==> src/shared/csp_map.svh <==
`ifndef CSP_MAP_SVH
`define CSP_MAP_SVH
// register byte offsets
`define CSP_CTRL 5'h00
`define CSP_ADDR 5'h04
`define CSP_WDATA 5'h08
`define CSP_CYCLE 5'h0c
`define CSP_STATUS 5'h10
`define CSP_RDATA 5'h14
// control fields
`define CSP_CTRL_RESET 0
`define CSP_CTRL_STOP 1
`define CSP_CTRL_REL 2
`define CSP_CTRL_MASK 4
`define CSP_MASK_RST 3'h0
// cycle fields
`define CSP_CYC_RNW 3
`define CSP_CYC_LDS 4
`define CSP_CYC_UDS 5
`define CSP_CYC_IACK 6
// status fields
`define CSP_ST_BUSY 0
`define CSP_ST_DONE 1
`define CSP_ST_FAULT 2
`define CSP_ST_AUTOVEC 3
`define CSP_ST_RETRY 4
`define CSP_ST_WIDE 5
`define CSP_ST_HALTIN 6
`define CSP_ST_STOP 7
`define CSP_ST_LVL 8
`define CSP_ST_IRQ 11
`define CSP_ST_RSTOUT 12
// timing and codes
`define CSP_E_PERIOD 4'd10
`define CSP_E_LOW 4'd6
`define CSP_MODE_SETTLE 2'd2
`define CSP_SPACE_CPU 3'h7
`define CSP_LVL_NMI 3'h7
`define CSP_SYNC_RST 10'h3ff
`endif

==> src/shared/csp_pkg.sv <==
package csp_pkg;
  typedef enum logic [3:0] {
    CSP_IDLE, CSP_LAUNCH, CSP_SETUP, CSP_STROBE, CSP_WAIT,
    CSP_PSYNC, CSP_PVMA, CSP_TERM, CSP_RETRY, CSP_HALTED
  } csp_state_type;
endpackage

==> src/csp_system_control.sv <==
// The register offsets and the Avalon-MM slave port were left to the implementer.
`timescale 1ns/1ps
`include "csp_map.svh"
module csp_system_control #(
  parameter int TWO_PIN = 0,
  parameter int RST_PULSE = 16
) (
  // clock and reset
  input wire logic clk,
  input wire logic nrst,
  // register bus
  input wire logic [4:0] avs_address,
  input wire logic avs_read,
  input wire logic avs_write,
  input wire logic [31:0] avs_writedata,
  input wire logic [3:0] avs_byteenable,
  output logic [31:0] avs_readdata,
  output logic avs_waitrequest,
  // interrupt request pins
  input wire logic irq_level_bit0_n,
  input wire logic irq_level_bit1_n,
  input wire logic irq_level_bit2_n,
  input wire logic irq_level_shared_pin_n,
  // system control pins
  input wire logic bus_fault_in_n,
  input wire logic reset_pin_in_n,
  output logic reset_pin_out_n,
  output logic reset_pin_oe,
  input wire logic halt_pin_in_n,
  output logic halt_pin_out_n,
  output logic halt_pin_oe,
  input wire logic width_sel_in,
  // peripheral control
  input wire logic periph_addr_valid_in_n,
  output logic mem_addr_valid_out_n,
  output logic mem_addr_valid_oe,
  output logic periph_enable,
  // space codes
  output logic space_code_bit0,
  output logic space_code_bit1,
  output logic space_code_bit2,
  output logic space_code_oe,
  // address and data
  output logic [23:0] addr_out,
  output logic addr_oe,
  input wire logic [15:0] data_in,
  output logic [15:0] data_out,
  output logic data_oe,
  // bus control
  output logic addr_strobe_n,
  output logic upper_byte_strobe_n,
  output logic lower_byte_strobe_n,
  output logic rnw,
  output logic ctl_oe,
  input wire logic transfer_ack_in_n
);
  import csp_pkg::*;

  if (RST_PULSE < 1 || RST_PULSE > 65535) begin : g_chk
    $error("RST_PULSE out of range");
  end

  function automatic logic [31:0] be_merge(input logic [31:0] old,
      input logic [31:0] nw, input logic [3:0] be);
    logic [31:0] r;
    r = old;
    for (int i = 0; i < 4; i++) begin
      if (be[i]) begin
        r[i*8 +: 8] = nw[i*8 +: 8];
      end
    end
    return r;
  endfunction

  // synchronizers; the first stage feeds only the second
  logic [9:0] s1_reg;
  logic [9:0] s2_reg;
  logic [15:0] d1_reg;
  logic [15:0] d2_reg;
  always_ff @(posedge clk) begin
    if (!nrst) begin
      s1_reg <= `CSP_SYNC_RST;
      s2_reg <= `CSP_SYNC_RST;
      d1_reg <= 16'h0000;
      d2_reg <= 16'h0000;
    end else begin
      s1_reg <= {width_sel_in, transfer_ack_in_n, periph_addr_valid_in_n,
                 halt_pin_in_n, reset_pin_in_n, bus_fault_in_n,
                 irq_level_shared_pin_n, irq_level_bit2_n,
                 irq_level_bit1_n, irq_level_bit0_n};
      s2_reg <= s1_reg;
      d1_reg <= data_in;
      d2_reg <= d1_reg;
    end
  end

  logic fault_s, rst_s, halt_s, vpa_s, ack_s, width_s;
  assign fault_s = !s2_reg[4];
  assign rst_s = !s2_reg[5];
  assign halt_s = !s2_reg[6];
  assign vpa_s = !s2_reg[7];
  assign ack_s = !s2_reg[8];
  assign width_s = s2_reg[9];

  // control state
  logic stop_reg, release_reg;
  logic [2:0] mask_reg;
  logic [15:0] rst_cnt_reg;
  logic [1:0] rst_own_reg;
  logic ext_init, rst_i, halt_ext;
  // own reset drive echoes back through the synchronizer, so it is masked
  assign ext_init = rst_s && halt_s && !reset_pin_oe && (rst_own_reg == 2'b00);
  assign rst_i = !nrst || ext_init;
  assign halt_ext = halt_s && !stop_reg;

  // interrupt level decode
  logic [2:0] lvl_raw, lvl_prev_reg, lvl_reg;
  logic irq_reg;
  always_comb begin
    lvl_raw[1] = !s2_reg[1];
    if (TWO_PIN != 0) begin
      lvl_raw[0] = !s2_reg[3];
      lvl_raw[2] = !s2_reg[3];
    end else begin
      lvl_raw[0] = !s2_reg[0];
      lvl_raw[2] = !s2_reg[2];
    end
  end
  always_ff @(posedge clk) begin
    if (rst_i) begin
      lvl_prev_reg <= 3'h0;
      lvl_reg <= 3'h0;
      irq_reg <= 1'b0;
    end else begin
      lvl_prev_reg <= lvl_raw;
      if (lvl_raw == lvl_prev_reg) begin
        lvl_reg <= lvl_raw;
      end
      irq_reg <= (lvl_reg == `CSP_LVL_NMI) || (lvl_reg > mask_reg);
    end
  end

  // width mode captured shortly after reset release
  logic [1:0] mcnt_reg;
  logic wide_reg;
  always_ff @(posedge clk) begin
    if (rst_i) begin
      mcnt_reg <= 2'd0;
      wide_reg <= 1'b1;
    end else if (mcnt_reg != 2'd3) begin
      mcnt_reg <= mcnt_reg + 2'd1;
      // synchronizer shows reset values until the second edge after release
      if (mcnt_reg == `CSP_MODE_SETTLE) begin
        wide_reg <= width_s;
      end
    end
  end

  // enable clock ring; only nrst touches it so it never stops for bus state
  logic [3:0] e_cnt_reg;
  logic [3:0] e_next;
  assign e_next = (e_cnt_reg == `CSP_E_PERIOD - 4'd1) ? 4'd0 : e_cnt_reg + 4'd1;
  always_ff @(posedge clk) begin
    if (!nrst) begin
      e_cnt_reg <= 4'd0;
      periph_enable <= 1'b0;
    end else begin
      e_cnt_reg <= e_next;
      periph_enable <= (e_next >= `CSP_E_LOW);
    end
  end

  // software reset pulse and open-drain pin levels
  always_ff @(posedge clk) begin
    if (!nrst) begin
      rst_own_reg <= 2'b00;
      reset_pin_out_n <= 1'b0;
      halt_pin_out_n <= 1'b0;
      reset_pin_oe <= 1'b0;
      halt_pin_oe <= 1'b0;
    end else begin
      rst_own_reg <= {rst_own_reg[0], reset_pin_oe};
      reset_pin_out_n <= 1'b0;
      halt_pin_out_n <= 1'b0;
      reset_pin_oe <= (rst_cnt_reg != 16'd0);
      halt_pin_oe <= stop_reg;
    end
  end

  // bus cycle state
  csp_state_type state_reg;
  logic [23:0] addr_reg;
  logic [15:0] wdata_reg, rdata_reg;
  logic [6:0] cyc_reg;
  logic start;
  logic done_set, fault_set, av_set, retry_set;
  logic done_reg, fault_reg, av_reg, retry_reg;
  logic bus_req, bus_take;
  assign bus_req = avs_read || avs_write;
  assign bus_take = bus_req && !avs_waitrequest;
  assign start = bus_take && avs_write && (avs_address == `CSP_CYCLE)
                 && (state_reg == CSP_IDLE) && !release_reg && !halt_ext;

  always_ff @(posedge clk) begin
    if (rst_i) begin
      state_reg <= CSP_IDLE;
      cyc_reg <= 7'h00;
      addr_out <= 24'h000000;
      data_out <= 16'h0000;
      rdata_reg <= 16'h0000;
      {space_code_bit2, space_code_bit1, space_code_bit0} <= 3'h0;
      addr_strobe_n <= 1'b1;
      upper_byte_strobe_n <= 1'b1;
      lower_byte_strobe_n <= 1'b1;
      mem_addr_valid_out_n <= 1'b1;
      rnw <= 1'b1;
      {addr_oe, data_oe, ctl_oe, space_code_oe, mem_addr_valid_oe} <= 5'b00000;
      {done_set, fault_set, av_set, retry_set} <= 4'b0000;
    end else begin
      {done_set, fault_set, av_set, retry_set} <= 4'b0000;
      case (state_reg)
        CSP_IDLE: begin
          addr_oe <= 1'b0;
          data_oe <= 1'b0;
          rnw <= 1'b1;
          // release floats controls too; halt leaves them driven negated
          ctl_oe <= !release_reg;
          space_code_oe <= !release_reg;
          mem_addr_valid_oe <= !release_reg;
          if (halt_ext && !release_reg) begin
            state_reg <= CSP_HALTED;
          end else if (start) begin
            cyc_reg <= avs_writedata[6:0];
            state_reg <= CSP_LAUNCH;
          end
        end
        CSP_LAUNCH: begin
          // address, space and direction lead the strobe by a cycle
          if (cyc_reg[`CSP_CYC_IACK]) begin
            {space_code_bit2, space_code_bit1, space_code_bit0} <= `CSP_SPACE_CPU;
            addr_out <= {20'hfffff, lvl_reg, 1'b1};
          end else begin
            {space_code_bit2, space_code_bit1, space_code_bit0} <= cyc_reg[2:0];
            addr_out <= {addr_reg[23:1], wide_reg ? 1'b1 : addr_reg[0]};
          end
          rnw <= cyc_reg[`CSP_CYC_RNW] || cyc_reg[`CSP_CYC_IACK];
          addr_oe <= 1'b1;
          ctl_oe <= 1'b1;
          space_code_oe <= 1'b1;
          state_reg <= CSP_SETUP;
        end
        CSP_SETUP: begin
          addr_strobe_n <= 1'b0;
          data_out <= wide_reg ? wdata_reg : {8'h00, wdata_reg[7:0]};
          data_oe <= !rnw;
          if (rnw) begin
            lower_byte_strobe_n <= !cyc_reg[`CSP_CYC_LDS];
            upper_byte_strobe_n <= !(cyc_reg[`CSP_CYC_UDS] && wide_reg);
          end
          state_reg <= CSP_STROBE;
        end
        CSP_STROBE: begin
          lower_byte_strobe_n <= !cyc_reg[`CSP_CYC_LDS];
          upper_byte_strobe_n <= !(cyc_reg[`CSP_CYC_UDS] && wide_reg);
          state_reg <= CSP_WAIT;
        end
        CSP_WAIT: begin
          if (fault_s || ack_s || (vpa_s && cyc_reg[`CSP_CYC_IACK])) begin
            addr_strobe_n <= 1'b1;
            upper_byte_strobe_n <= 1'b1;
            lower_byte_strobe_n <= 1'b1;
          end
          if (fault_s && halt_s) begin
            retry_set <= 1'b1;
            state_reg <= CSP_RETRY;
          end else if (fault_s) begin
            fault_set <= 1'b1;
            state_reg <= CSP_TERM;
          end else if (ack_s) begin
            rdata_reg <= d2_reg;
            state_reg <= CSP_TERM;
          end else if (vpa_s && cyc_reg[`CSP_CYC_IACK]) begin
            av_set <= 1'b1;
            state_reg <= CSP_TERM;
          end else if (vpa_s) begin
            state_reg <= CSP_PSYNC;
          end
        end
        CSP_PSYNC: begin
          if (e_cnt_reg == `CSP_E_PERIOD - 4'd1) begin
            mem_addr_valid_out_n <= 1'b0;
            state_reg <= CSP_PVMA;
          end
        end
        CSP_PVMA: begin
          if (e_cnt_reg == `CSP_E_PERIOD - 4'd1) begin
            rdata_reg <= d2_reg;
            mem_addr_valid_out_n <= 1'b1;
            addr_strobe_n <= 1'b1;
            upper_byte_strobe_n <= 1'b1;
            lower_byte_strobe_n <= 1'b1;
            state_reg <= CSP_TERM;
          end
        end
        CSP_TERM: begin
          // buses float a cycle after the strobes drop
          addr_oe <= 1'b0;
          data_oe <= 1'b0;
          rnw <= 1'b1;
          done_set <= 1'b1;
          state_reg <= CSP_IDLE;
        end
        CSP_RETRY: begin
          addr_oe <= 1'b0;
          data_oe <= 1'b0;
          rnw <= 1'b1;
          if (!halt_s) begin
            state_reg <= CSP_LAUNCH;
          end
        end
        CSP_HALTED: begin
          addr_oe <= 1'b0;
          data_oe <= 1'b0;
          if (!halt_ext) begin
            state_reg <= CSP_IDLE;
          end
        end
        default: begin
          state_reg <= CSP_IDLE;
        end
      endcase
    end
  end

  // register file; a completed write takes effect at the accepting edge
  logic [31:0] status_word;
  logic wr_ctrl, wr_status;
  assign wr_ctrl = bus_take && avs_write && (avs_address == `CSP_CTRL);
  assign wr_status = bus_take && avs_write && (avs_address == `CSP_STATUS);
  always_ff @(posedge clk) begin
    if (rst_i) begin
      stop_reg <= 1'b0;
      release_reg <= 1'b0;
      mask_reg <= `CSP_MASK_RST;
      addr_reg <= 24'h000000;
      wdata_reg <= 16'h0000;
    end else begin
      if (wr_ctrl && avs_byteenable[0]) begin
        stop_reg <= avs_writedata[`CSP_CTRL_STOP];
        release_reg <= avs_writedata[`CSP_CTRL_REL];
        mask_reg <= avs_writedata[`CSP_CTRL_MASK +: 3];
      end
      if (bus_take && avs_write && avs_address == `CSP_ADDR) begin
        addr_reg <= 24'(be_merge({8'h00, addr_reg}, avs_writedata, avs_byteenable));
      end
      if (bus_take && avs_write && avs_address == `CSP_WDATA) begin
        wdata_reg <= 16'(be_merge({16'h0000, wdata_reg}, avs_writedata, avs_byteenable));
      end
    end
  end

  // reset pulse counter survives its own pulse, so nrst alone clears it
  always_ff @(posedge clk) begin
    if (!nrst) begin
      rst_cnt_reg <= 16'd0;
    end else if (wr_ctrl && avs_byteenable[0] && avs_writedata[`CSP_CTRL_RESET]
                 && rst_cnt_reg == 16'd0) begin
      rst_cnt_reg <= 16'(RST_PULSE);
    end else if (rst_cnt_reg != 16'd0) begin
      rst_cnt_reg <= rst_cnt_reg - 16'd1;
    end
  end

  // sticky completion flags: write one clears, a new event wins
  always_ff @(posedge clk) begin
    if (rst_i) begin
      {done_reg, fault_reg, av_reg, retry_reg} <= 4'b0000;
    end else begin
      done_reg <= done_set ||
                  (done_reg && !(wr_status && avs_writedata[`CSP_ST_DONE]));
      fault_reg <= fault_set ||
                   (fault_reg && !(wr_status && avs_writedata[`CSP_ST_FAULT]));
      av_reg <= av_set ||
                (av_reg && !(wr_status && avs_writedata[`CSP_ST_AUTOVEC]));
      retry_reg <= retry_set ||
                   (retry_reg && !(wr_status && avs_writedata[`CSP_ST_RETRY]));
    end
  end

  always_comb begin
    status_word = 32'h00000000;
    status_word[`CSP_ST_BUSY] = (state_reg != CSP_IDLE) && (state_reg != CSP_HALTED);
    status_word[`CSP_ST_DONE] = done_reg;
    status_word[`CSP_ST_FAULT] = fault_reg;
    status_word[`CSP_ST_AUTOVEC] = av_reg;
    status_word[`CSP_ST_RETRY] = retry_reg;
    status_word[`CSP_ST_WIDE] = wide_reg;
    status_word[`CSP_ST_HALTIN] = (state_reg == CSP_HALTED);
    status_word[`CSP_ST_STOP] = stop_reg;
    status_word[`CSP_ST_LVL +: 3] = lvl_reg;
    status_word[`CSP_ST_IRQ] = irq_reg;
    status_word[`CSP_ST_RSTOUT] = reset_pin_oe;
  end

  // slave answers one cycle after the request; waitrequest idles high
  always_ff @(posedge clk) begin
    if (!nrst) begin
      avs_waitrequest <= 1'b1;
      avs_readdata <= 32'h00000000;
    end else if (bus_req && avs_waitrequest) begin
      avs_waitrequest <= 1'b0;
      case (avs_address)
        `CSP_CTRL: avs_readdata <= {25'h0, mask_reg, 1'b0, release_reg, stop_reg,
                                    reset_pin_oe};
        `CSP_ADDR: avs_readdata <= {8'h00, addr_reg};
        `CSP_WDATA: avs_readdata <= {16'h0000, wdata_reg};
        `CSP_CYCLE: avs_readdata <= {25'h0, cyc_reg};
        `CSP_STATUS: avs_readdata <= status_word;
        `CSP_RDATA: avs_readdata <= {16'h0000, rdata_reg};
        default: avs_readdata <= 32'h00000000;
      endcase
    end else begin
      avs_waitrequest <= 1'b1;
    end
  end
endmodule

==> config.mk <==
export PLATFORM = sky130hd
export DESIGN_NAME = csp_system_control
export DESIGN_NICKNAME = d
export VERILOG_FILES = /design/src/shared/csp_pkg.sv /design/src/csp_system_control.sv
export VERILOG_INCLUDE_DIRS = /design/src /design/src/shared
export SDC_FILE = /design/constraint.sdc
export NUM_CORES = 1
export LEC_CHECK = 0
export BUFFER_PORTS_ARGS = -buffer_cell sky130_fd_sc_hd__buf_2
export CAP_MARGIN = 20
export CORE_ASPECT_RATIO = 2
export CORE_UTILIZATION = 55
export DETAILED_ROUTE_END_ITERATION = 10
export PLACE_DENSITY = 0.77
export REMOVE_ABC_BUFFERS = 1
export SYNTH_ARGS = -nofsm -noshare
export SYNTH_HDL_FRONTEND = slang
export SYNTH_SLANG_ARGS = --single-unit
==> constraint.sdc <==
create_clock -name clk -period 4.48 [get_ports clk]
set_clock_uncertainty 0.1 [all_clocks]
set_input_delay 0.448 -clock clk [delete_from_list [all_inputs] [get_ports clk]]
set_output_delay 0.448 -clock clk [all_outputs]
set_load 0.01 [all_outputs]
==> results of run 1 <==
-- area by class of cell --
type	instances	area [um2]
tap	210	263
clock inverter	7	113
multi-input combinational	730	4400
timing repair buffer	154	816
clock buffer	28	592
fill	1526	6120
sequential	242	4840
antenna	1	2.50
inverter	10	37.5
-- worst max-delay path by stage --
stage / slack, ns / to / from / cells past startpoint
floorplan: -2.31 / addr_oe / s2_reg[5] / 3
global placement: 1.97 / rst_cnt_reg[10] / avs_write / 5
detailed placement: 1.97 / wdata_reg[6] / avs_address[4] / 5
CTS: 2.10 / cyc_reg[4] / state_reg[0] / 4
global route: 1.93 / rdata_reg[7] / state_reg[1] / 4
finish: 2.08 / cyc_reg[4] / state_reg[0] / 4
-- cell usage in the layout (no fill, tap or decap), types with 4 or more instances in the layout --
master and n:
sky130_fd_sc_hd__nand4_1 12, sky130_fd_sc_hd__nor3_2 4, sky130_fd_sc_hd__a31oi_1 9, sky130_fd_sc_hd__ha_1 6
sky130_fd_sc_hd__and2_1 52, sky130_fd_sc_hd__buf_4 12, sky130_fd_sc_hd__clkbuf_8 4, sky130_fd_sc_hd__nor2_1 110
sky130_fd_sc_hd__buf_2 141, sky130_fd_sc_hd__conb_1 10, sky130_fd_sc_hd__nand2b_1 25, sky130_fd_sc_hd__nand2_1 58
sky130_fd_sc_hd__nor3_1 62, sky130_fd_sc_hd__nand3b_1 4, sky130_fd_sc_hd__mux2i_1 56, sky130_fd_sc_hd__a221oi_1 12
sky130_fd_sc_hd__and3_1 11, sky130_fd_sc_hd__a22o_1 6, sky130_fd_sc_hd__o21a_1 7, sky130_fd_sc_hd__and4_1 5
sky130_fd_sc_hd__clkbuf_16 21, sky130_fd_sc_hd__or3_1 6, sky130_fd_sc_hd__o31ai_1 6, sky130_fd_sc_hd__nor4_1 6
sky130_fd_sc_hd__nand3_1 74, sky130_fd_sc_hd__o21ai_0 34, sky130_fd_sc_hd__nor2b_1 9, sky130_fd_sc_hd__xnor2_1 5
sky130_fd_sc_hd__a211oi_1 5, sky130_fd_sc_hd__o21ai_1 8, sky130_fd_sc_hd__inv_1 9, sky130_fd_sc_hd__a21oi_1 61
sky130_fd_sc_hd__or4_1 8, sky130_fd_sc_hd__a21boi_0 14, sky130_fd_sc_hd__dfxtp_1 242
-- per-layer routing --
layer  vias to the layer above  routed length, um  global-route usage (%)  share of wire [%]
li1                       3905                  -                       -                  -
met1                      3761               8940                    29.4                 38
met2                       275              12400                    47.2                 52
met3                        71               1220                    3.49                5.2
met4                         0               1090                    12.7                4.6
met5                         -                  0                       0                  0
-- through the flow --
stage	std cells	hold WS [ns]
final	1382	0.0383
after floorplan	982	0.286
after detailed placement	1346	0.291
after global routing	1382	0.0305
after global placement	1346	0.288
after CTS	1381	0.0262
-- power breakdown --
group / total (mW) / switching [mW] / internal [mW]
clock network: 1.87 / 0.769 / 1.10
registers: 2.55 / 0.190 / 2.36
logic: 1.20 / 0.739 / 0.465
total: 5.62 / 1.70 / 3.92
-- cells by family after synthesis --
logic type / Yosys count / share of synthesized area, %
mux: 56 / 5.83
simple gates: 467 / 25.6
compound gates: 185 / 12.5
xor+xnor: 6 / 0.547
other cells: 1 / 0.0390
buf+inv: 92 / 4.32
flops: 242 / 50.4
fa+ha+maj: 6 / 0.781
-- worst register-to-register path, cell delays in order (launching register included) --
cell and delay (ns):
sky130_fd_sc_hd__dfxtp_1 0.53, sky130_fd_sc_hd__or4_1 0.77, sky130_fd_sc_hd__or4_4 0.61, sky130_fd_sc_hd__o21ai_1 0.18, sky130_fd_sc_hd__a21oi_1 0.08
==> flow_summary.json, run 1 <==
{
  "drt_iter0_drc": 373,
  "cp.arrival_ns": 2.65,
  "path_buf_inv": 0,
  "critPathMaxFanout": 21,
  "core_area_um2": 17200,
  "globalRouteTotalUtil_pct": 26.2,
  "final_min_period_over_clock_period_pct": 53.7,
  "die-area_um2": 18000,
  "cts_resized": 0,
  "finalWorstSetupSlack_ns": 2.08,
  "numPortBuffers": 141,
  "yosysTopAreaCellShare_pct": 50.4,
  "depth_of_the_worst_hold_timing_path": 2,
  "antenna_left": 0,
  "dr_total_vias": 8012,
  "min_to": "s1_reg[2]",
  "grt_max_degree": 135,
  "drc": 0,
  "finalSetupTns_ns": 0,
  "synth.largest_area_cell": "sky130_fd_sc_hd__dfxtp_1",
  "areaGrowthSynthToFinish_pct": 15.2,
  "leakage_power_figure_nw": 4.34,
  "cts-root-to-sink-buffers": 3,
  "final-max-slew-violation-count": 0,
  "post_cts.repair.setup_buffers": 0,
  "max-slew-margin-rel_pct": 33.1,
  "max_clock_freq_ghz": 0.416,
  "post_layout_minimum_cycle_time_ns": 2.40,
  "slowest_stage": "sky130_fd_sc_hd__or4_1",
  "htree_num_levels": 1,
  "synth_instances": 1055,
  "max-cap-violations": 0,
  "hpwl_mm": 16.3,
  "endpoint_kind": "flop",
  "io_pins": 162,
  "dieHeight_um": 189,
  "placed_area_um2": 10400,
  "grt_first_pass_wirelength_mm": 37.4,
  "yosysMostFrequentCell": "sky130_fd_sc_hd__dfxtp_1",
  "std_cell_rows": 68,
  "dp_slack_ns": 1.97,
  "cts_tree": "built",
  "synth_top_cells_by_count": "sky130_fd_sc_hd__dfxtp_1 (242), sky130_fd_sc_hd__nor2_1 (110), sky130_fd_sc_hd__nand3_1 (74)",
  "routed_via_density": 5.80,
  "rsz0062_at_grt": "false",
  "critical_path_required_ns": 4.73,
  "worst_ir_drop_on_vdd_mv": 0.395,
  "ys_seq_area_share_pct": 50.4,
  "syn-cell-area_um2": 9610,
  "timing.final.setup_violations": 0,
  "cts_root_buffer": "sky130_fd_sc_hd__clkbuf_16",
  "starting_utilization_of_the_core_area_pct": 55.9,
  "hp-start": "irq_level_bit2_n",
  "worst_r2r_endpoint": "cyc_reg[4]",
  "globalRouteOverflowTotal": 0,
  "layout.core_utilization_pct": 64.4,
  "report.final.hold_viol_count": 0,
  "max_stage_delay_ns": 0.76,
  "first_global_vias": 7442,
  "drt_first_pass_iters": 7,
  "area_of_all_placed_cells_without_fillers_um2": 11100,
  "synth-main-ff-cell": "sky130_fd_sc_hd__dfxtp_1",
  "routabilityCongestion": 0.915,
  "design.final.nets": 1236,
  "cts_num_sinks": 242,
  "proportion_of_layout_cells_with_a_drive_suffix_above_1_pct": 17.8,
  "synthesis.area_per_instance_um2": 9.11,
  "count_of_flip_flops_with_a_built_in_enable_after_synthesis": 0,
  "die_width_um": 95.5,
  "worst-slew-pin-transition_ns": 1.00,
  "ys_top_cells_by_area": "sky130_fd_sc_hd__dfxtp_1 (50%), sky130_fd_sc_hd__mux2i_1 (5.8%), sky130_fd_sc_hd__nor2_1 (4.3%)",
  "clk-insertion-delay-late_ns": 0.49,
  "ys_warn_count": 0,
  "power_consumption_mw": 5.62,
  "path_cells": "or4_1 -> or4_4 -> o21ai_1 -> a21oi_1",
  "async_reset_ff_share_pct": 0,
  "status": "complete, no violations",
  "ff2ff_path_depth": 4,
  "wl_mm": 23.7,
  "power_per_cell_area_nw_per_um2": 507,
  "critPathTopFamily": "simple AND/OR/NAND/NOR gates",
  "number_of_antenna_violations_at_the_first_check_in_global_routing": 1,
  "worst_hold_path_type": "in -> reg",
  "ctsHoldBuffers": 0,
  "timing.critical_path.from_type": "flop",
  "clkTransAtPathRegs_ns": 0.07,
  "ys_seq_elements": 242,
  "drt-wirelength-per-cell_um": 17.1,
  "worst-r2r-setup-slack_ns": 2.08,
  "critPathKind": "reg -> reg",
  "synth_cell_types": 69,
  "crit-reg2reg-launch": "state_reg[0]",
  "cts_buffer_count": 21
}
No activity file was read; power rests on OpenSTA's default activity.
==> run 2, diff against run 1 <==
==> constraint.sdc (replaced) <==
create_clock -name clk -period 2.29 [get_ports clk]
set_clock_uncertainty 0.1 [all_clocks]
set_input_delay 0.229 -clock clk [delete_from_list [all_inputs] [get_ports clk]]
set_output_delay 0.229 -clock clk [all_outputs]
set_load 0.01 [all_outputs]
==> run 2 against run 1 <==
Wire length increased by 5.5%. Non-clock buffer count increased by 79. Highest routed layer unchanged. Clock power increased by 89%. Register-to-register slack got worse by 1.9 ns. Combinational power increased by 120%. Sequential power increased by 91%. Total power increased by 97%. First-iteration DRC count increased by 13%. Global-route usage increased by 1.2 points. Final area increased by 6.5%. Maximum frequency increased by 11%. Count of clock-buffer cells in the layout increased by 2.
==> flow_summary.json, run 2 (synthesis results as in run 1) <==
{
  "status": "complete, no violations",
  "std_cell_rows": 68,
  "proportion_of_layout_cells_with_a_drive_suffix_above_1_pct": 19.0,
  "groute.layer.met2.usage_pct": 50.9,
  "worst-path-stages": 6,
  "max_clock_freq_ghz": 0.463,
  "grt.met3_usage_pct": 3.61,
  "cts-root-to-sink-buffers": 3,
  "endpoint_kind": "flop",
  "drc": 0,
  "placed_area_um2": 10600,
  "dr_total_vias": 8412,
  "routabilityCongestion": 0.942,
  "number_of_antenna_violations_at_the_first_check_in_global_routing": 1,
  "timing.critical_path.from_type": "flop",
  "slowest_stage": "sky130_fd_sc_hd__or4b_4",
  "grt_max_degree": 74,
  "grt_first_pass_wirelength_mm": 38.8,
  "globalRouteOverflowTotal": 0,
  "io_pins": 162,
  "portion_of_total_power_attributed_to_sequential_cells_pct": 44.1,
  "dp_slack_ns": 0.145,
  "path_buf_inv": 1,
  "numPortBuffers": 141,
  "cts_root_buffer": "sky130_fd_sc_hd__clkbuf_16",
  "final-max-slew-violation-count": 0,
  "cts_num_sinks": 242,
  "global_routing_usage_on_met1_pct": 28.6,
  "critPathKind": "reg -> reg",
  "cts_resized": 0,
  "htree_num_levels": 1,
  "drt-wirelength-per-cell_um": 17.1,
  "netSwitchingFraction_pct": 30.7,
  "routed_via_density": 5.76,
  "timing.final.setup_violations": 0,
  "clk-insertion-delay-late_ns": 0.51,
  "leakage_power_figure_nw": 4.70,
  "area_of_all_placed_cells_without_fillers_um2": 11800,
  "report.final.hold_viol_count": 0,
  "die-area_um2": 18000,
  "max_stage_delay_ns": 0.53,
  "globalRouteTotalUtil_pct": 27.4,
  "starting_utilization_of_the_core_area_pct": 55.9,
  "worst_ir_drop_on_vdd_mv": 0.768,
  "cts_buffer_count": 22,
  "post_cts.repair.setup_buffers": 0,
  "finalWorstSetupSlack_ns": 0.131,
  "cts_tree": "built",
  "die_width_um": 95.5,
  "ctsHoldBuffers": 50,
  "areaGrowthSynthToFinish_pct": 22.8,
  "grt-busiest-layer": "met2",
  "depth_of_the_worst_hold_timing_path": 4,
  "final_min_period_over_clock_period_pct": 94.3,
  "ff2ff_path_depth": 6,
  "worst_hold_path_type": "in -> reg",
  "power.internal_mw": 7.66,
  "cp.arrival_ns": 2.52,
  "fillCellCount": 1408,
  "drt_first_pass_iters": 7,
  "dieHeight_um": 189,
  "critPathTopFamily": "simple AND/OR/NAND/NOR gates",
  "path_cells": "inv_1 -> ha_1 -> or4b_4 -> nor4_4 -> and3_1 -> o21a_1",
  "post_layout_nonfiller_instances": 1461,
  "total_switching_power_mw": 3.40,
  "worst-slew-pin-transition_ns": 0.970,
  "core_area_um2": 17200,
  "max-cap-violations": 0,
  "power_per_cell_area_nw_per_um2": 937,
  "mostFrequentLayoutCell": "sky130_fd_sc_hd__dfxtp_1",
  "combinational_fraction_of_design_power_pct": 23.9,
  "share_clk_of_total_power_pct": 32.0,
  "critPathMaxFanout": 9,
  "hpwl_mm": 17.3,
  "first_global_vias": 7923,
  "clkTransAtPathRegs_ns": 0.06,
  "place.detailed.instances": 1375,
  "mostFrequentLayoutCells": "sky130_fd_sc_hd__dfxtp_1 (242), sky130_fd_sc_hd__buf_2 (141), sky130_fd_sc_hd__nor2_1 (110)",
  "antenna_left": 0,
  "critical_path_required_ns": 2.65,
  "rsz0062_at_grt": "false",
  "wl_mm": 25.0,
  "drt_iter0_drc": 421,
  "design.final.nets": 1316,
  "post_layout_minimum_cycle_time_ns": 2.16,
  "max-slew-margin-rel_pct": 35.3
}
## run 2: cell types whose count changed in the layout (fill, tap and decap cells not counted), moves of 2 or more
cell	delta
sky130_fd_sc_hd__buf_12	+2
sky130_fd_sc_hd__dlygate4sd3_1	+50
sky130_fd_sc_hd__bufinv_16	-2
sky130_fd_sc_hd__buf_4	+27
## run 2: cell type report
| class | count | area (um2) | area share [%] |
|---|---|---|---|
| diodes | 1 | 2.50 | 0.0212 |
| flip-flops and latches | 242 | 4840 | 41.1 |
| clock inverters | 5 | 65.1 | 0.552 |
| well taps | 210 | 263 | 2.23 |
| inverters | 10 | 37.5 | 0.318 |
| clock buffers | 30 | 621 | 5.26 |
| multi-input cells | 730 | 4400 | 37.3 |
| repair buffers | 233 | 1560 | 13.2 |
## run 2: tightest hold or removal path: cells and delay by family
kind / cells / cell delay [ns]
AOI/OAI and AO/OA: 2 / 0.18
buffers and inverters: 1 / 0.15
and+or+nand+nor: 1 / 0.13
## run 2: power groups by stage
stage	Combinational (mW)	Sequential, mW	Clock [mW]
after floorplan	1.48	5.10	0
after global placement	2.50	4.95	0
after detailed placement	2.55	4.96	0
after CTS	2.64	4.87	3.61
after global routing	2.91	4.93	3.76
final	2.64	4.88	3.54
## run 2: worst paths after layout
kind                       start                to  slack [ns]
setup / recovery  rst_cnt_reg[0]    rst_cnt_reg[1]        0.13
hold / removal    avs_address[1]  avs_readdata[15]        0.13
setup reg to reg  rst_cnt_reg[0]    rst_cnt_reg[1]        0.13
hold reg to reg        s1_reg[8]         s2_reg[8]        0.30
## run 2: per-stage QoR
step | utilization [%] | power [mW] | setup TNS (ns) | hold slack, ns
global route | 68.6 | 11.6 | 0 | 0.196
detailed placement | 61.7 | 7.51 | 0 | 0.292
floorplan | - | 6.58 | -549.50 | 0.191
global placement | 61.7 | 7.45 | 0 | 0.292
CTS | 68.6 | 11.1 | 0 | 0.115
finish | 68.6 | 11.1 | 0 | 0.129
## run 2: metal layers
metal  vias up  share of wire [%]
met4         0                5.3
met1      3967                 36
met3        82                5.4
li1       4069                  -
met2       294                 53
met5         -                  0
==> run 3, diff against run 2 <==
--- a/config.mk
+++ b/config.mk
@@ -6,7 +6,7 @@
 export SDC_FILE = /design/constraint.sdc
 export NUM_CORES = 1
 export LEC_CHECK = 0
-export BUFFER_PORTS_ARGS = -buffer_cell sky130_fd_sc_hd__buf_2
+export BUFFER_PORTS_ARGS = -buffer_cell sky130_fd_sc_hd__buf_4
 export CAP_MARGIN = 20
 export CORE_ASPECT_RATIO = 2
 export CORE_UTILIZATION = 55
==> run 3 against run 2 <==
Sequential power grew 1%. Final area rose by 3.2%. Core utilization rose by 2.2 points. Via count down 1.6%. Clock power is 5% higher. Count of clock-buffer cells in the layout increased by 2. Worst setup slack gained 0.048 ns. Combinational power increased by 6%. Cell count about the same. Critical path depth did not move. Maximum frequency is 2.3% higher. Die area stayed put. Critical path type unchanged.
==> flow_summary.json, run 3 (synthesis results as in run 1) <==
{
  "cts_num_sinks": 242,
  "drt_iter0_drc": 342,
  "power_consumption_mw": 11.4,
  "critPathMaxFanout": 9,
  "worst-r2r-setup-slack_ns": 0.18,
  "slowest_stage": "sky130_fd_sc_hd__or4b_4",
  "final-max-slew-violation-count": 0,
  "starting_utilization_of_the_core_area_pct": 55.9,
  "grt.met3_usage_pct": 3.69,
  "grt_first_pass_wirelength_mm": 40.0,
  "htree_num_levels": 1,
  "leakage_power_figure_nw": 4.77,
  "timing.critical_path.from_type": "flop",
  "hpwl_mm": 17.6,
  "worst_hold_path_type": "in -> reg",
  "dp_slack_ns": 0.182,
  "globalRouteTotalUtil_pct": 28.1,
  "critical_path_required_ns": 2.64,
  "place.detailed.instances": 1374,
  "groute.layer.met2.usage_pct": 51.9,
  "std_cell_rows": 68,
  "antenna_cell_count": 0,
  "max_stage_delay_ns": 0.54,
  "max-slew-margin-rel_pct": 35.8,
  "ff2ff_path_depth": 6,
  "path_cells": "inv_1 -> ha_1 -> or4b_4 -> nor4_4 -> and3_1 -> o21a_1",
  "cp.arrival_ns": 2.46,
  "report.final.hold_viol_count": 0,
  "numPortBuffers": 141,
  "dieHeight_um": 189,
  "cts_root_buffer": "sky130_fd_sc_hd__clkbuf_16",
  "die_width_um": 95.5,
  "status": "complete, no violations",
  "grt_max_degree": 54,
  "wl_mm": 25.0,
  "mostFrequentLayoutCells": "sky130_fd_sc_hd__dfxtp_1 (242), sky130_fd_sc_hd__buf_4 (179), sky130_fd_sc_hd__nor2_1 (110)",
  "routabilityCongestion": 0.948,
  "first_global_vias": 8147,
  "grt-busiest-layer": "met2",
  "finalSetupTns_ns": 0,
  "worst_ir_drop_on_vdd_mv": 0.946,
  "power_per_cell_area_nw_per_um2": 940,
  "post_layout_nonfiller_instances": 1462,
  "drt_first_pass_iters": 7,
  "post_layout_minimum_cycle_time_ns": 2.11,
  "crit-reg2reg-launch": "rst_cnt_reg[0]",
  "mostFrequentLayoutCell": "sky130_fd_sc_hd__dfxtp_1",
  "number_of_antenna_violations_at_the_first_check_in_global_routing": 0,
  "antenna_left": 0,
  "clk-insertion-delay-late_ns": 0.50,
  "cts-root-to-sink-buffers": 3,
  "routed_via_density": 5.66,
  "globalRouteOverflowTotal": 0,
  "die-area_um2": 18000,
  "proportion_of_layout_cells_with_a_drive_suffix_above_1_pct": 19.0,
  "worst_r2r_endpoint": "rst_cnt_reg[1]",
  "clkTransAtPathRegs_ns": 0.06,
  "cts_tree": "built",
  "max_clock_freq_ghz": 0.474,
  "endpoint_kind": "flop",
  "finalHoldWorstSlack_ns": 0.0351,
  "timing.final.setup_violations": 0,
  "final_min_period_over_clock_period_pct": 92.2,
  "design.final.nets": 1314,
  "rsz0062_at_grt": "false",
  "critPathKind": "reg -> reg",
  "io_pins": 162,
  "global_routing_usage_on_met1_pct": 29.5,
  "drc": 0,
  "timing.critical_path.to": "rst_cnt_reg[1]",
  "critPathLaunch": "rst_cnt_reg[0]",
  "areaGrowthSynthToFinish_pct": 26.7,
  "cts_buffer_count": 22,
  "drt-wirelength-per-cell_um": 17.1,
  "core_area_um2": 17200,
  "area_of_all_placed_cells_without_fillers_um2": 12200,
  "max-cap-violations": 0,
  "layout.core_utilization_pct": 70.8,
  "dr_total_vias": 8275,
  "worst-slew-pin-transition_ns": 0.963,
  "placed_area_um2": 11000,
  "finalWorstSetupSlack_ns": 0.178
}
==> run 3: changes by cell type in the layout (fill, tap and decap cells not counted) <==
cell,change
sky130_fd_sc_hd__clkinv_8,-1
sky130_fd_sc_hd__clkbuf_1,+2
sky130_fd_sc_hd__diode_2,-1
sky130_fd_sc_hd__clkinvlp_4,+1
sky130_fd_sc_hd__clkbuf_16,+1
sky130_fd_sc_hd__inv_8,+1
sky130_fd_sc_hd__clkbuf_8,-1
sky130_fd_sc_hd__buf_2,-141
sky130_fd_sc_hd__dlygate4sd3_1,-1
sky130_fd_sc_hd__inv_6,-1
sky130_fd_sc_hd__buf_4,+140
sky130_fd_sc_hd__bufinv_16,+1
sky130_fd_sc_hd__clkinv_2,+1
==> run 3: final cells by class <==
cell class	count	area [um2]
clock buffer	32	639
clock inverter	7	93.8
fill	1345	5010
inverter	10	37.5
multi-input combinational	730	4400
sequential	242	4840
tap	210	263
timing repair buffer	231	1890
==> run 3: timing repair <==
item | 4_1_cts | 5_1_grt
resized for setup | 0 | 0
setup buffers | 0 | 0
hold buffers | 49 | 0
endpoints found under the hold margin | 79 | 0
==> run 3: worst min-delay path by stage <==
stage / start / endpoint / slack, ns / cells after the start
6_report: nrst / avs_readdata[2] / 0.04 / 3
5_1_grt: nrst / avs_readdata[22] / 0.02 / 2
4_1_cts: nrst / avs_readdata[21] / 0.03 / 2
3_5_place_dp: s1_reg[8] / s2_reg[8] / 0.29 / 1
3_3_place_gp: s1_reg[2] / s2_reg[2] / 0.29 / 1
2_1_floorplan: nrst / avs_waitrequest / 0.19 / 1
==> run 3: layer usage <==
layer,part of all wire [%],wire length (um)
met5,0,0
met4,5.2,1300
met3,4.8,1210
met2,54,13400
met1,36,9040
==> run 3: power by group <==
group	leakage, nW	internal [mW]	switching, mW	total [mW]
Combinational	2.44	1.21	1.58	2.79
Sequential	1.97	4.61	0.332	4.94
Clock	0.358	2.17	1.54	3.71
==> run 3: critical path: cells and delay by family, from the launching register on <==
family | cells | cell delay (ns)
simple gates | 3 | 1.25
flops | 1 | 0.34
fa+ha+maj | 1 | 0.20
compound gates | 1 | 0.11
buf+inv | 1 | 0.06
